## config.mk

```make
export PLATFORM = sky130hd
export DESIGN_NAME = interrogation_scheduler
export DESIGN_NICKNAME = d
export VERILOG_FILES = /design/src/hw/interrogation_scheduler_pkg.sv /design/src/hw/interrogation_scheduler.sv
export SDC_FILE = /design/constraint.sdc
export NUM_CORES = 1
export LEC_CHECK = 0
export BUFFER_PORTS_ARGS = -buffer_cell sky130_fd_sc_hd__buf_2
export CORE_AREA = 4 4 81 83
export CTS_CLUSTER_DIAMETER = 200
export CTS_CLUSTER_SIZE = 20
export DETAILED_ROUTE_END_ITERATION = 16
export DIE_AREA = 0 0 85 87
export GPL_ROUTABILITY_DRIVEN = 1
export GPL_TIMING_DRIVEN = 0
export HOLD_SLACK_MARGIN = 0.15
export MAX_ROUTING_LAYER = met4
export PLACE_DENSITY = 0.9
export SLEW_MARGIN = 20
export SYNTH_ARGS = -nofsm -noshare
export SYNTH_HDL_FRONTEND = slang
export SYNTH_SLANG_ARGS = --single-unit
```

## constraint.sdc

```tcl
create_clock -name clk_i -period 5.9 [get_ports clk_i]
set_input_delay 1.18 -clock clk_i [delete_from_list [all_inputs] [get_ports clk_i]]
set_output_delay 1.18 -clock clk_i [all_outputs]
set_load 0.01 [all_outputs]
```

## src/hw/interrogation_scheduler_pkg.sv

```systemverilog
package interrogation_scheduler_pkg;

    // ----------------------------------------
    // timing
    // ----------------------------------------
    localparam int CLK_PERIOD_PS = 10000;
    localparam int SLOT_RATE_HZ  = 18;
    localparam int CLK_RATE_HZ   = 100000000;
    localparam int SLOT_CYCLES   = CLK_RATE_HZ / SLOT_RATE_HZ;
    localparam int PULSE_NS      = 800;
    localparam int SUPP_DELAY_NS = 2000;
    localparam int MODE_A_NS     = 8000;
    localparam int MODE_C_NS     = 21000;
    localparam int PULSE_CYC     = PULSE_NS * 1000 / CLK_PERIOD_PS;
    localparam int SUPP_CYC      = SUPP_DELAY_NS * 1000 / CLK_PERIOD_PS;
    localparam int MODE_A_CYC    = MODE_A_NS * 1000 / CLK_PERIOD_PS;
    localparam int MODE_C_CYC    = MODE_C_NS * 1000 / CLK_PERIOD_PS;
    localparam int SETUP_CYC     = 2;
    localparam int CNT_W         = 24;
    localparam int SLOTS         = 18;
    localparam int SLOT_W        = 5;

    // ----------------------------------------
    // antenna codes
    // ----------------------------------------
    typedef enum logic [2:0] {
        ANT_NONE   = 3'h0,
        ANT_FRONT  = 3'h1,
        ANT_LEFT   = 3'h2,
        ANT_BACK   = 3'h3,
        ANT_RIGHT  = 3'h4,
        ANT_CENTER = 3'h5
    } antenna_t;

    typedef struct packed {
        antenna_t interrogate;
        antenna_t suppress;
        logic     first_mode_pulse;
        logic     suppression_control_pulse;
        logic     second_mode_pulse;
        logic     mode_c;
    } tx_ctrl_t;

endpackage
```

## src/hw/interrogation_scheduler.sv

```systemverilog
`timescale 1ns/1ps
module interrogation_scheduler
    import interrogation_scheduler_pkg::*;
(
    // clock and reset
    input  wire logic     clk_i,
    input  wire logic     arst_n_i,
    // configuration
    input  wire logic     mode_c_i,
    // transmitter control
    output tx_ctrl_t      tx_o,
    output logic [SLOT_W-1:0] slot_o
);

    // ----------------------------------------
    // state
    // ----------------------------------------
    typedef enum logic [1:0] {
        ST_IDLE  = 2'b00,
        ST_SETUP = 2'b01,
        ST_PULSE = 2'b11
    } state_t;

    state_t              state_reg,  state_next;
    logic [CNT_W-1:0]    slot_cnt_reg, slot_cnt_next;
    logic [CNT_W-1:0]    pcnt_reg,   pcnt_next;
    logic [SLOT_W-1:0]   slot_reg,   slot_next;
    tx_ctrl_t            tx_reg,     tx_next;
    logic                mode_s1_reg, mode_s2_reg;

    // slot to antenna table
    function automatic antenna_t slot_antenna(input logic [SLOT_W-1:0] s);
        logic [SLOT_W-1:0] k;
        k = (s >= SLOT_W'(SLOTS/2)) ? s - SLOT_W'(SLOTS/2) : s;
        case (k)
            SLOT_W'(1): slot_antenna = ANT_LEFT;
            SLOT_W'(3): slot_antenna = ANT_BACK;
            SLOT_W'(5): slot_antenna = ANT_RIGHT;
            SLOT_W'(7): slot_antenna = ANT_CENTER;
            default:    slot_antenna = ANT_FRONT;
        endcase
    endfunction

    // ----------------------------------------
    // decode
    // ----------------------------------------
    wire logic [CNT_W-1:0] second_at  = tx_reg.mode_c ? CNT_W'(MODE_C_CYC) : CNT_W'(MODE_A_CYC);
    wire logic [CNT_W-1:0] second_end = second_at + CNT_W'(PULSE_CYC);
    wire logic             slot_end = (slot_cnt_reg == CNT_W'(SLOT_CYCLES - 1));
    wire antenna_t         ant_now  = slot_antenna(slot_reg);
    wire antenna_t         supp_now = (ant_now == ANT_CENTER) ? ANT_NONE : ANT_CENTER;

    // sequencing
    always_comb begin
        state_next    = state_reg;
        slot_cnt_next = slot_end ? '0 : slot_cnt_reg + CNT_W'(1);
        slot_next     = slot_reg;
        pcnt_next     = pcnt_reg;
        tx_next       = tx_reg;
        tx_next.first_mode_pulse          = 1'b0;
        tx_next.suppression_control_pulse = 1'b0;
        tx_next.second_mode_pulse         = 1'b0;
        case (state_reg)
            ST_IDLE: begin
                if (slot_cnt_reg == '0) begin
                    tx_next.interrogate = ant_now;
                    tx_next.suppress    = supp_now;
                    tx_next.mode_c      = mode_s2_reg;
                    pcnt_next           = '0;
                    state_next          = ST_SETUP;
                end
            end
            ST_SETUP: begin
                pcnt_next = pcnt_reg + CNT_W'(1);
                if (pcnt_reg == CNT_W'(SETUP_CYC - 1)) begin
                    pcnt_next  = '0;
                    state_next = ST_PULSE;
                end
            end
            ST_PULSE: begin
                pcnt_next = pcnt_reg + CNT_W'(1);
                // pulse width
                // all windows compare the current count, so each pulse is exactly its cycle count long
                tx_next.first_mode_pulse = (pcnt_reg < CNT_W'(PULSE_CYC));
                tx_next.suppression_control_pulse = (tx_reg.suppress != ANT_NONE)
                    && (pcnt_reg >= CNT_W'(SUPP_CYC)) && (pcnt_reg < CNT_W'(SUPP_CYC + PULSE_CYC));
                tx_next.second_mode_pulse = (pcnt_reg >= second_at)
                    && (pcnt_reg < second_end);
                // selects drop on the same edge as the second pulse falls, so they stand through it
                if (pcnt_reg == second_end) begin
                    slot_next           = (slot_reg == SLOT_W'(SLOTS - 1)) ? '0 : slot_reg + SLOT_W'(1);
                    tx_next.interrogate = ANT_NONE;
                    tx_next.suppress    = ANT_NONE;
                    state_next          = ST_IDLE;
                end
            end
            default: state_next = ST_IDLE;
        endcase
    end

    // registers
    always_ff @(posedge clk_i or negedge arst_n_i) begin
        if (!arst_n_i) begin
            state_reg    <= ST_IDLE;
            slot_cnt_reg <= '0;
            pcnt_reg     <= '0;
            slot_reg     <= '0;
            tx_reg       <= '0;
        end else begin
            state_reg    <= state_next;
            slot_cnt_reg <= slot_cnt_next;
            pcnt_reg     <= pcnt_next;
            slot_reg     <= slot_next;
            tx_reg       <= tx_next;
        end
    end

    // mode synchroniser, left out of reset so the first slot after reset sees the pin level
    always_ff @(posedge clk_i) begin
        mode_s1_reg <= mode_c_i;
        mode_s2_reg <= mode_s1_reg;
    end

    assign tx_o   = tx_reg;
    assign slot_o = slot_reg;

    // ----------------------------------------
    // check helpers
    // ----------------------------------------
    // pulse run lengths and cycles since the first mode pulse rose
    logic             first_prev_reg;
    logic [CNT_W-1:0] first_age_reg;
    logic [CNT_W-1:0] first_len_reg;
    logic [CNT_W-1:0] ctrl_len_reg;
    logic [CNT_W-1:0] second_len_reg;
    wire logic        first_rise = tx_reg.first_mode_pulse && !first_prev_reg;

    // run length of a level, zero while it is low
    function automatic logic [CNT_W-1:0] run_len(input logic level, input logic [CNT_W-1:0] n);
        run_len = level ? n + CNT_W'(1) : '0;
    endfunction

    // counters stand in for long repetitions and the second pulse delays in the properties
    always_ff @(posedge clk_i or negedge arst_n_i) begin
        if (!arst_n_i) begin
            first_prev_reg <= 1'b0;
            first_age_reg  <= '0;
            first_len_reg  <= '0;
            ctrl_len_reg   <= '0;
            second_len_reg <= '0;
        end else begin
            first_prev_reg <= tx_reg.first_mode_pulse;
            first_age_reg  <= first_rise ? CNT_W'(1) : first_age_reg + CNT_W'(1);
            first_len_reg  <= run_len(tx_reg.first_mode_pulse, first_len_reg);
            ctrl_len_reg   <= run_len(tx_reg.suppression_control_pulse, ctrl_len_reg);
            second_len_reg <= run_len(tx_reg.second_mode_pulse, second_len_reg);
        end
    end

    // ----------------------------------------
    // checks
    // ----------------------------------------
    a_first_width: assert property (@(posedge clk_i) disable iff (!arst_n_i)
        $fell(tx_reg.first_mode_pulse) |-> first_len_reg == CNT_W'(PULSE_CYC))
        else $error("first pulse width wrong");
    a_first_bound: assert property (@(posedge clk_i) disable iff (!arst_n_i)
        tx_reg.first_mode_pulse |-> first_len_reg < CNT_W'(PULSE_CYC))
        else $error("first pulse too long");
    a_ctrl_width: assert property (@(posedge clk_i) disable iff (!arst_n_i)
        $fell(tx_reg.suppression_control_pulse) |-> ctrl_len_reg == CNT_W'(PULSE_CYC))
        else $error("control pulse width wrong");
    a_second_width: assert property (@(posedge clk_i) disable iff (!arst_n_i)
        $fell(tx_reg.second_mode_pulse) |-> second_len_reg == CNT_W'(PULSE_CYC))
        else $error("second pulse width wrong");
    a_supp_delay: assert property (@(posedge clk_i) disable iff (!arst_n_i)
        $rose(tx_reg.first_mode_pulse) && tx_reg.suppress == ANT_CENTER
        |-> ##200 $rose(tx_reg.suppression_control_pulse))
        else $error("control pulse delay wrong");
    a_mode_a_gap: assert property (@(posedge clk_i) disable iff (!arst_n_i)
        $rose(tx_reg.second_mode_pulse) && !tx_reg.mode_c |-> first_age_reg == CNT_W'(MODE_A_CYC))
        else $error("mode A spacing wrong");
    a_mode_a_due: assert property (@(posedge clk_i) disable iff (!arst_n_i)
        tx_reg.interrogate != ANT_NONE && !tx_reg.mode_c && first_age_reg == CNT_W'(MODE_A_CYC)
        |-> $rose(tx_reg.second_mode_pulse))
        else $error("mode A second pulse missing");
    a_mode_c_gap: assert property (@(posedge clk_i) disable iff (!arst_n_i)
        $rose(tx_reg.second_mode_pulse) && tx_reg.mode_c |-> first_age_reg == CNT_W'(MODE_C_CYC))
        else $error("mode C spacing wrong");
    a_mode_c_due: assert property (@(posedge clk_i) disable iff (!arst_n_i)
        tx_reg.interrogate != ANT_NONE && tx_reg.mode_c && first_age_reg == CNT_W'(MODE_C_CYC)
        |-> $rose(tx_reg.second_mode_pulse))
        else $error("mode C second pulse missing");
    a_center_nosup: assert property (@(posedge clk_i) disable iff (!arst_n_i)
        tx_reg.interrogate == ANT_CENTER |-> !tx_reg.suppression_control_pulse && tx_reg.suppress == ANT_NONE)
        else $error("suppression sent on center");
    a_dir_sup: assert property (@(posedge clk_i) disable iff (!arst_n_i)
        $rose(tx_reg.first_mode_pulse) && tx_reg.interrogate != ANT_CENTER |-> tx_reg.suppress == ANT_CENTER)
        else $error("no suppression antenna");
    a_sel_valid: assert property (@(posedge clk_i) disable iff (!arst_n_i)
        tx_reg.first_mode_pulse || tx_reg.second_mode_pulse |-> tx_reg.interrogate != ANT_NONE
        && $stable(tx_reg.interrogate))
        else $error("antenna select not held");
    a_ctrl_inside: assert property (@(posedge clk_i) disable iff (!arst_n_i)
        tx_reg.suppression_control_pulse |-> !tx_reg.first_mode_pulse && !tx_reg.second_mode_pulse)
        else $error("control pulse overlaps");
    a_slot_order: assert property (@(posedge clk_i) disable iff (!arst_n_i)
        tx_reg.first_mode_pulse |-> tx_reg.interrogate == slot_antenna(slot_reg))
        else $error("slot antenna wrong");

endmodule

```

==> impl_metrics.toml, run 1 <==
[logic_synthesis]
yosys-top-cells-area = "dfrtp_1 42%, ha_1 6.0%, xnor2_1 3.3%, a31oi_1 3.2%, nand2_1 3.0%"
syn_avg_cell_area_um2 = 9.56
synth_area_um2 = 3730
syn_nets = 411
async_flop_share_pct = 96.9
synth_warnings = 0
synth-main-ff-cell = "dfrtp_1"
synth_edf_count = 0
postSynthCellCount = 390
ys_types = 60
seq_area_frac_synth_pct = 43.4
synth_top_area_share_pct = 42.3
synth_top_area_cell = "dfrtp_1"
synth-seq-cells = 65

[routing]
drt-total-wl_mm = 8.70
via_per_inst = 6.53
drtIter0Drc = 472
drtAntennaViolNets = 0
wire_per_inst_um = 17.5
drc = 0
vias = 3245
firstDrtPassIters = 6

[critical_path]
cp-start-kind = "flop"
cp_data_arrival_time_ns = 2.96
ff2ff_path_depth = 8
crit_chain = "inv_1, ha_1, nand4b_1, nor3_1, and4_1, buf_4, nand2_1, mux2_4"
crit_type = "flop to flop"
crit_family = "simple AND/OR/NAND/NOR gates"
worstPathRequired_ns = 6.14
end_kind = "flop"
cp_max_fo = 8
cp.depth = 8
crit_buf_inv = 2
slowest_delay_ns = 0.60
slowest_stage = "nor3_1"

[sta]
fin_crit_sh_pct = 46.2
totalNegativeSetupSlack_ns = 0
fin_crit_ns = 2.73
rsz0062_at_grt = "false"
final-hold-violation-count = 0
slew_violations = 0
fmax_mhz = 367
worst_slew_pin_slew_ns = 0.928
slew-limit-headroom_pct = 37.7
whs_ns = 0.339
setup_viol = 0
fin_skew_ns = 0.0106

[placed_design]
gp_congestion = 0.931
numPortBuffers = 16
post-dp-hpwl_mm = 5.81

[floorplanning]
rows = 28
top_level_ports = 18
dieArea_um2 = 7400
die_h_um = 87
core_um2 = 5850
initial_core_util_pct = 63.7
dieWidth_um = 85

[clocking]
cts_resized = 0
clk_path_buf_depth = 2
cts.sinks = 65
post_cts_hold_buffer_count = 0
numCtsBuffers = 9
cts_max_level = 3
cts_tree = "built"
clk_pin_slew_worst_paths_ns = 0.07
clk_latency_ns = 0.35
cts_setup_buffers = 0
clock-root-buffer = "clkbuf_8"

[power]
worst_ir_drop_vdd_mv = 0.154
pwr-share-comb_pct = 1.1
power_frac_clock_pct = 46.9
switching_share_pct = 21.3
power_frac_seq_pct = 51.9
p_switching_uw = 183
power_density_nw_per_um2 = 208
leakage_nw = 1.92
p_int_uw = 676

[global_route]
grt_max_degree = 64
grt.total_usage_pct = 26.2
grt_pass1_wl_mm = 14.9
grt_pass1_vias = 3110
grt.overflow.total = 0
antenna_found_initial = 0

[status]
outcome = "finished, final reports clean"

[finish]
drive_above_1_share_pct = 12.1
n_antenna_cell = 0
area_growth_pct = 10.5
fin_nets = 438

[flow_run]
maxCapViolations = 0

[worst_hold_path]
hold_depth = 0
hp-class = "flop to flop"
-- area by class of cell --
class                   count  area [um2]
multi-input cells         294        1960
plain buffers              20         106
fillers                   376        1730
clock buffers              12         165
clock inverters             4        50.0
well taps                  75        93.8
inverters                  11        41.3
flip-flops and latches     65        1620
repair buffers             16        82.6
-- Yosys cell counts (4+ instances only) --
cell type	number
dfrtp_1	63
nand2_1	30
nor2_1	25
a31oi_1	19
ha_1	18
nand3_1	18
a21oi_1	17
o21ai_0	16
nand4_1	15
xnor2_1	14
nor3_1	12
and3_1	11
clkbuf_1	11
inv_1	11
xor2_1	10
and4_1	8
nor4_1	8
nor2b_1	6
a22o_1	5
buf_2	4
nand2b_1	4
or4_1	4
-- power groups by stage --
stage | logic (mW) | registers, mW | clock network, mW
floorplan | 0.000776 | 0.455 | 0
global placement | 0.00977 | 0.455 | 0
detailed placement | 0.0102 | 0.455 | 0
CTS | 0.0102 | 0.446 | 0.405
global route | 0.0116 | 0.446 | 0.427
finish | 0.00962 | 0.446 | 0.403
-- routing by layer --
layer	wire, um	GRT usage, %	part of all wire (%)
met3	645	5.68	7.4
met1	3590	32.8	41
met5	0	-	0
met4	263	11.1	3.0
met2	4210	41.5	48
-- path summary, 6_finish.rpt --
kind	startpoint	slack [ns]	end
setup / recovery	tx_o[0]	3.17	slot_o[2]
hold / removal	mode_s1_reg	0.34	mode_s2_reg
setup reg to reg	tx_o[0]	3.17	slot_o[2]
hold reg to reg	mode_s1_reg	0.34	mode_s2_reg
max in group asynchronous	arst_n_i	4.46	slot_cnt_reg[5]
min in group asynchronous	arst_n_i	0.91	pcnt_reg[5]
-- cell usage in the layout, fill, tap and decap left out, types with 3 or more instances in the layout --
cell type,count
inv_1,11
and2_1,3
nor2_1,25
nand4_1,15
clkbuf_1,11
buf_4,4
a22o_1,5
a21oi_1,17
nand2_1,30
a31oi_1,19
xnor2_1,14
or2b_1,3
xor2_1,10
nor3_1,12
and4_1,8
dfrtp_1,63
or4_1,4
nor2b_1,6
o21ai_0,16
mux2i_1,3
nand2b_1,4
and3_1,11
o31ai_1,3
nor4_1,8
nor4b_1,3
nand3_1,18
clkbuf_8,12
ha_1,18
buf_2,19
a21o_1,3
-- per-stage QoR --
stage                     setup WS, ns  instance area [um2]  util (%)  power [mW]  instances
after global routing              3.02                 4120      70.4       0.884        497
final                             3.17                 4120      70.4       0.859        497
after CTS                         3.25                 4120      70.4       0.861        497
after global placement            3.41                 3900      66.7       0.464        481
after detailed placement          3.36                 3910      66.7       0.465        481
after floorplan                   3.68                 3730         -       0.456        390
-- cells by family (layout without fill, tap and decap cells) --
family | after synthesis | in the layout | share of synthesized area (%)
xor+xnor | 24 | 24 | 5.64
fa+ha+maj | 18 | 18 | 6.04
flops | 65 | 65 | 43.4
buf+inv | 31 | 63 | 3.96
other cells | 1 | 1 | 0.101
simple gates | 163 | 163 | 24.8
compound gates | 82 | 82 | 14.3
mux | 6 | 6 | 1.81
(Power assumes the default switching activity.)
==> inputs of run 2 (changes only) <==
--- a/config.mk
+++ b/config.mk
@@ -5,17 +5,18 @@
 export SDC_FILE = /design/constraint.sdc
 export NUM_CORES = 1
 export LEC_CHECK = 0
+export ABC_AREA = 1
 export BUFFER_PORTS_ARGS = -buffer_cell sky130_fd_sc_hd__buf_2
-export CORE_AREA = 4 4 81 83
+export CORE_AREA = 4 4 91 93
 export CTS_CLUSTER_DIAMETER = 200
 export CTS_CLUSTER_SIZE = 20
 export DETAILED_ROUTE_END_ITERATION = 16
-export DIE_AREA = 0 0 85 87
+export DIE_AREA = 0 0 95 97
 export GPL_ROUTABILITY_DRIVEN = 1
 export GPL_TIMING_DRIVEN = 0
 export HOLD_SLACK_MARGIN = 0.15
 export MAX_ROUTING_LAYER = met4
-export PLACE_DENSITY = 0.9
+export PLACE_DENSITY = 0.87
 export SLEW_MARGIN = 20
 export SYNTH_ARGS = -nofsm -noshare
 export SYNTH_HDL_FRONTEND = slang
==> constraint.sdc (replaced) <==
create_clock -name clk_i -period 2.7 [get_ports clk_i]
set_input_delay 0.54 -clock clk_i [delete_from_list [all_inputs] [get_ports clk_i]]
set_output_delay 0.54 -clock clk_i [all_outputs]
set_load 0.01 [all_outputs]
==> impl_metrics.toml, run 2 <==
[status]
outcome = "finished, final reports clean"

[logic_synthesis]
synth_edf_count = 0
synth-seq-cells = 65
seq_area_frac_synth_pct = 35.4
synth_warnings = 0
async_flop_share_pct = 96.9
syn_nets = 671
synth_top_area_share_pct = 34.6
ys_types = 43
synth_top_area_cell = "dfrtp_1"
synth_area_um2 = 4560
yosysMostFrequentCell = "nand2_1"
syn_avg_cell_area_um2 = 7.02
postSynthCellCount = 650
yosys-top-cells-count = "183 x nand2_1, 83 x inv_1, 72 x nand3_1"
synth-main-ff-cell = "dfrtp_1"
yosys-top-cells-area = "dfrtp_1 35%, nand2_1 15%, nand3_1 7.9%, inv_1 6.8%, nor2_1 5.8%"

[routing]
wire_per_inst_um = 14.2
drc = 0
vias = 4351
firstDrtPassIters = 5
drtAntennaViolNets = 0
drt-total-wl_mm = 11.2
drtIter0Drc = 280
via_per_inst = 5.54

[floorplanning]
die_h_um = 97
rows = 32
top_level_ports = 18
core_um2 = 7530
dieWidth_um = 95
initial_core_util_pct = 60.6
dieArea_um2 = 9220

[critical_path]
ff2ff_path_depth = 6
worstPathRequired_ns = 2.91
r2r_end = "state_reg[1]"
r2r_slack_ns = 0.56
cp-start-kind = "flop"
timing.rr.start = "tx_o[0]"
cp_max_fo = 8
cp_data_arrival_time_ns = 2.36
crit_type = "flop to flop"
end_kind = "flop"

[clocking]
cts_max_level = 3
clock-root-buffer = "clkbuf_8"
clk_latency_ns = 0.35
post_cts_hold_buffer_count = 1
cts.sinks = 65
numCtsBuffers = 9
clk_pin_slew_worst_paths_ns = 0.07
cts_setup_buffers = 0
cts_resized = 0
cts_tree = "built"
clk_path_buf_depth = 2

[sta]
fin_crit_sh_pct = 79.4
fin_crit_ns = 2.14
slew_violations = 0
fmax_mhz = 466
fin_skew_ns = 0.00919
rsz0062_at_grt = "false"
totalNegativeSetupSlack_ns = 0
final-hold-violation-count = 0
setup_viol = 0

[global_route]
grt.total_usage_pct = 26.5
grt_max_degree = 51
grt_pass1_wl_mm = 18.8
antenna_found_initial = 0
grt.overflow.total = 0
grt_pass1_vias = 4049

[finish]
n_antenna_cell = 0
area_growth_pct = 9.74
layout_common_cells = "183 x nand2_1, 83 x inv_1, 72 x nand3_1"
drive_above_1_share_pct = 11.7
fin_util_pct = 66.5
fin_nets = 700
layout_commonest_cell = "nand2_1"
instances_no_fill = 786

[placed_design]
numPortBuffers = 16
gp_congestion = 0.943
dp_cells = 769
post-dp-hpwl_mm = 8.52

[worst_hold_path]
hp-class = "input pin to flop"
min_from = "mode_c_i"
hold_depth = 1
whs_endpoint = "mode_s1_reg"

[power]
worst_ir_drop_vdd_mv = 0.287
power_density_nw_per_um2 = 370
leakage_nw = 2.68

[flow_run]
maxCapViolations = 0
[run 2: cell types whose count changed after synthesis, sizes merged, moves of 10 or more]
cell / before / now
nor3: 13 / 24
a31oi: 19 / 1
inv: 11 / 88
a21oi: 17 / 4
and3: 11 / 0
nand3: 18 / 72
xnor2: 14 / 2
clkbuf: 11 / 1
nand2: 30 / 190
nor2: 25 / 85
[run 2: where the power goes]
part | total (mW) | internal, mW | switching, mW
clock network | 0.851 | 0.449 | 0.402
logic | 0.0271 | 0.00750 | 0.0196
registers | 0.975 | 0.974 | 0.000518
total | 1.85 | 1.43 | 0.422
[run 2: area by class of cell]
| type | instances | area [um2] |
|---|---|---|
| fill | 667 | 2520 |
| multi-input combinational | 482 | 2500 |
| sequential | 65 | 1620 |
| inverter | 90 | 340 |
| clock buffer | 11 | 141 |
| tap | 102 | 128 |
| timing repair buffer | 18 | 120 |
| buffer | 13 | 104 |
| clock inverter | 5 | 55.1 |
[run 2: worst max path at each step]
stage	startpoint	to	slack, ns	cells past startpoint
2_1_floorplan	tx_o[0]	slot_o[0]	1.01	10
3_3_place_gp	tx_o[0]	state_reg[1]	0.68	7
3_5_place_dp	tx_o[0]	state_reg[1]	0.61	7
4_1_cts	tx_o[0]	state_reg[1]	0.58	7
5_1_grt	tx_o[0]	slot_o[2]	0.41	10
6_report	tx_o[0]	state_reg[1]	0.56	6
[run 2: metrics by stage]
stage                     setup slack, ns  hold WS [ns]  power, mW  instance area (um2)
after floorplan                      1.01         0.244      0.995                 4560
after global placement              0.684         0.319       1.02                 4770
after detailed placement            0.606         0.328       1.02                 4800
after CTS                           0.584         0.284       1.86                 5010
after global routing                0.412         0.291       1.91                 5010
final                               0.556         0.290       1.85                 5010
[run 2: kinds of logic after synthesis]
logic type,count (synthesis),synth area share [%]
buffers and inverters,103,9.74
adder cells (fa/ha/maj),18,4.94
flip-flops,65,35.4
AO/OA/AOI/OAI,33,4.20
AND/OR/NAND/NOR,410,41.8
XOR/XNOR,20,3.84
other,1,0.0822
[run 2: per-layer routing]
metal	GRT usage (%)	wire length (um)
met5	-	0
met4	11.3	337
met3	3.73	686
met2	40.6	5310
met1	34.9	4850
[run 2: worst max-delay path, cell delays in order (launching register included)]
cell and delay (ns):
dfrtp_1 0.52, inv_1 0.21, ha_1 0.37, nor3_1 0.31, nand2_1 0.12, o21ai_0 0.34
a21boi_0 0.14
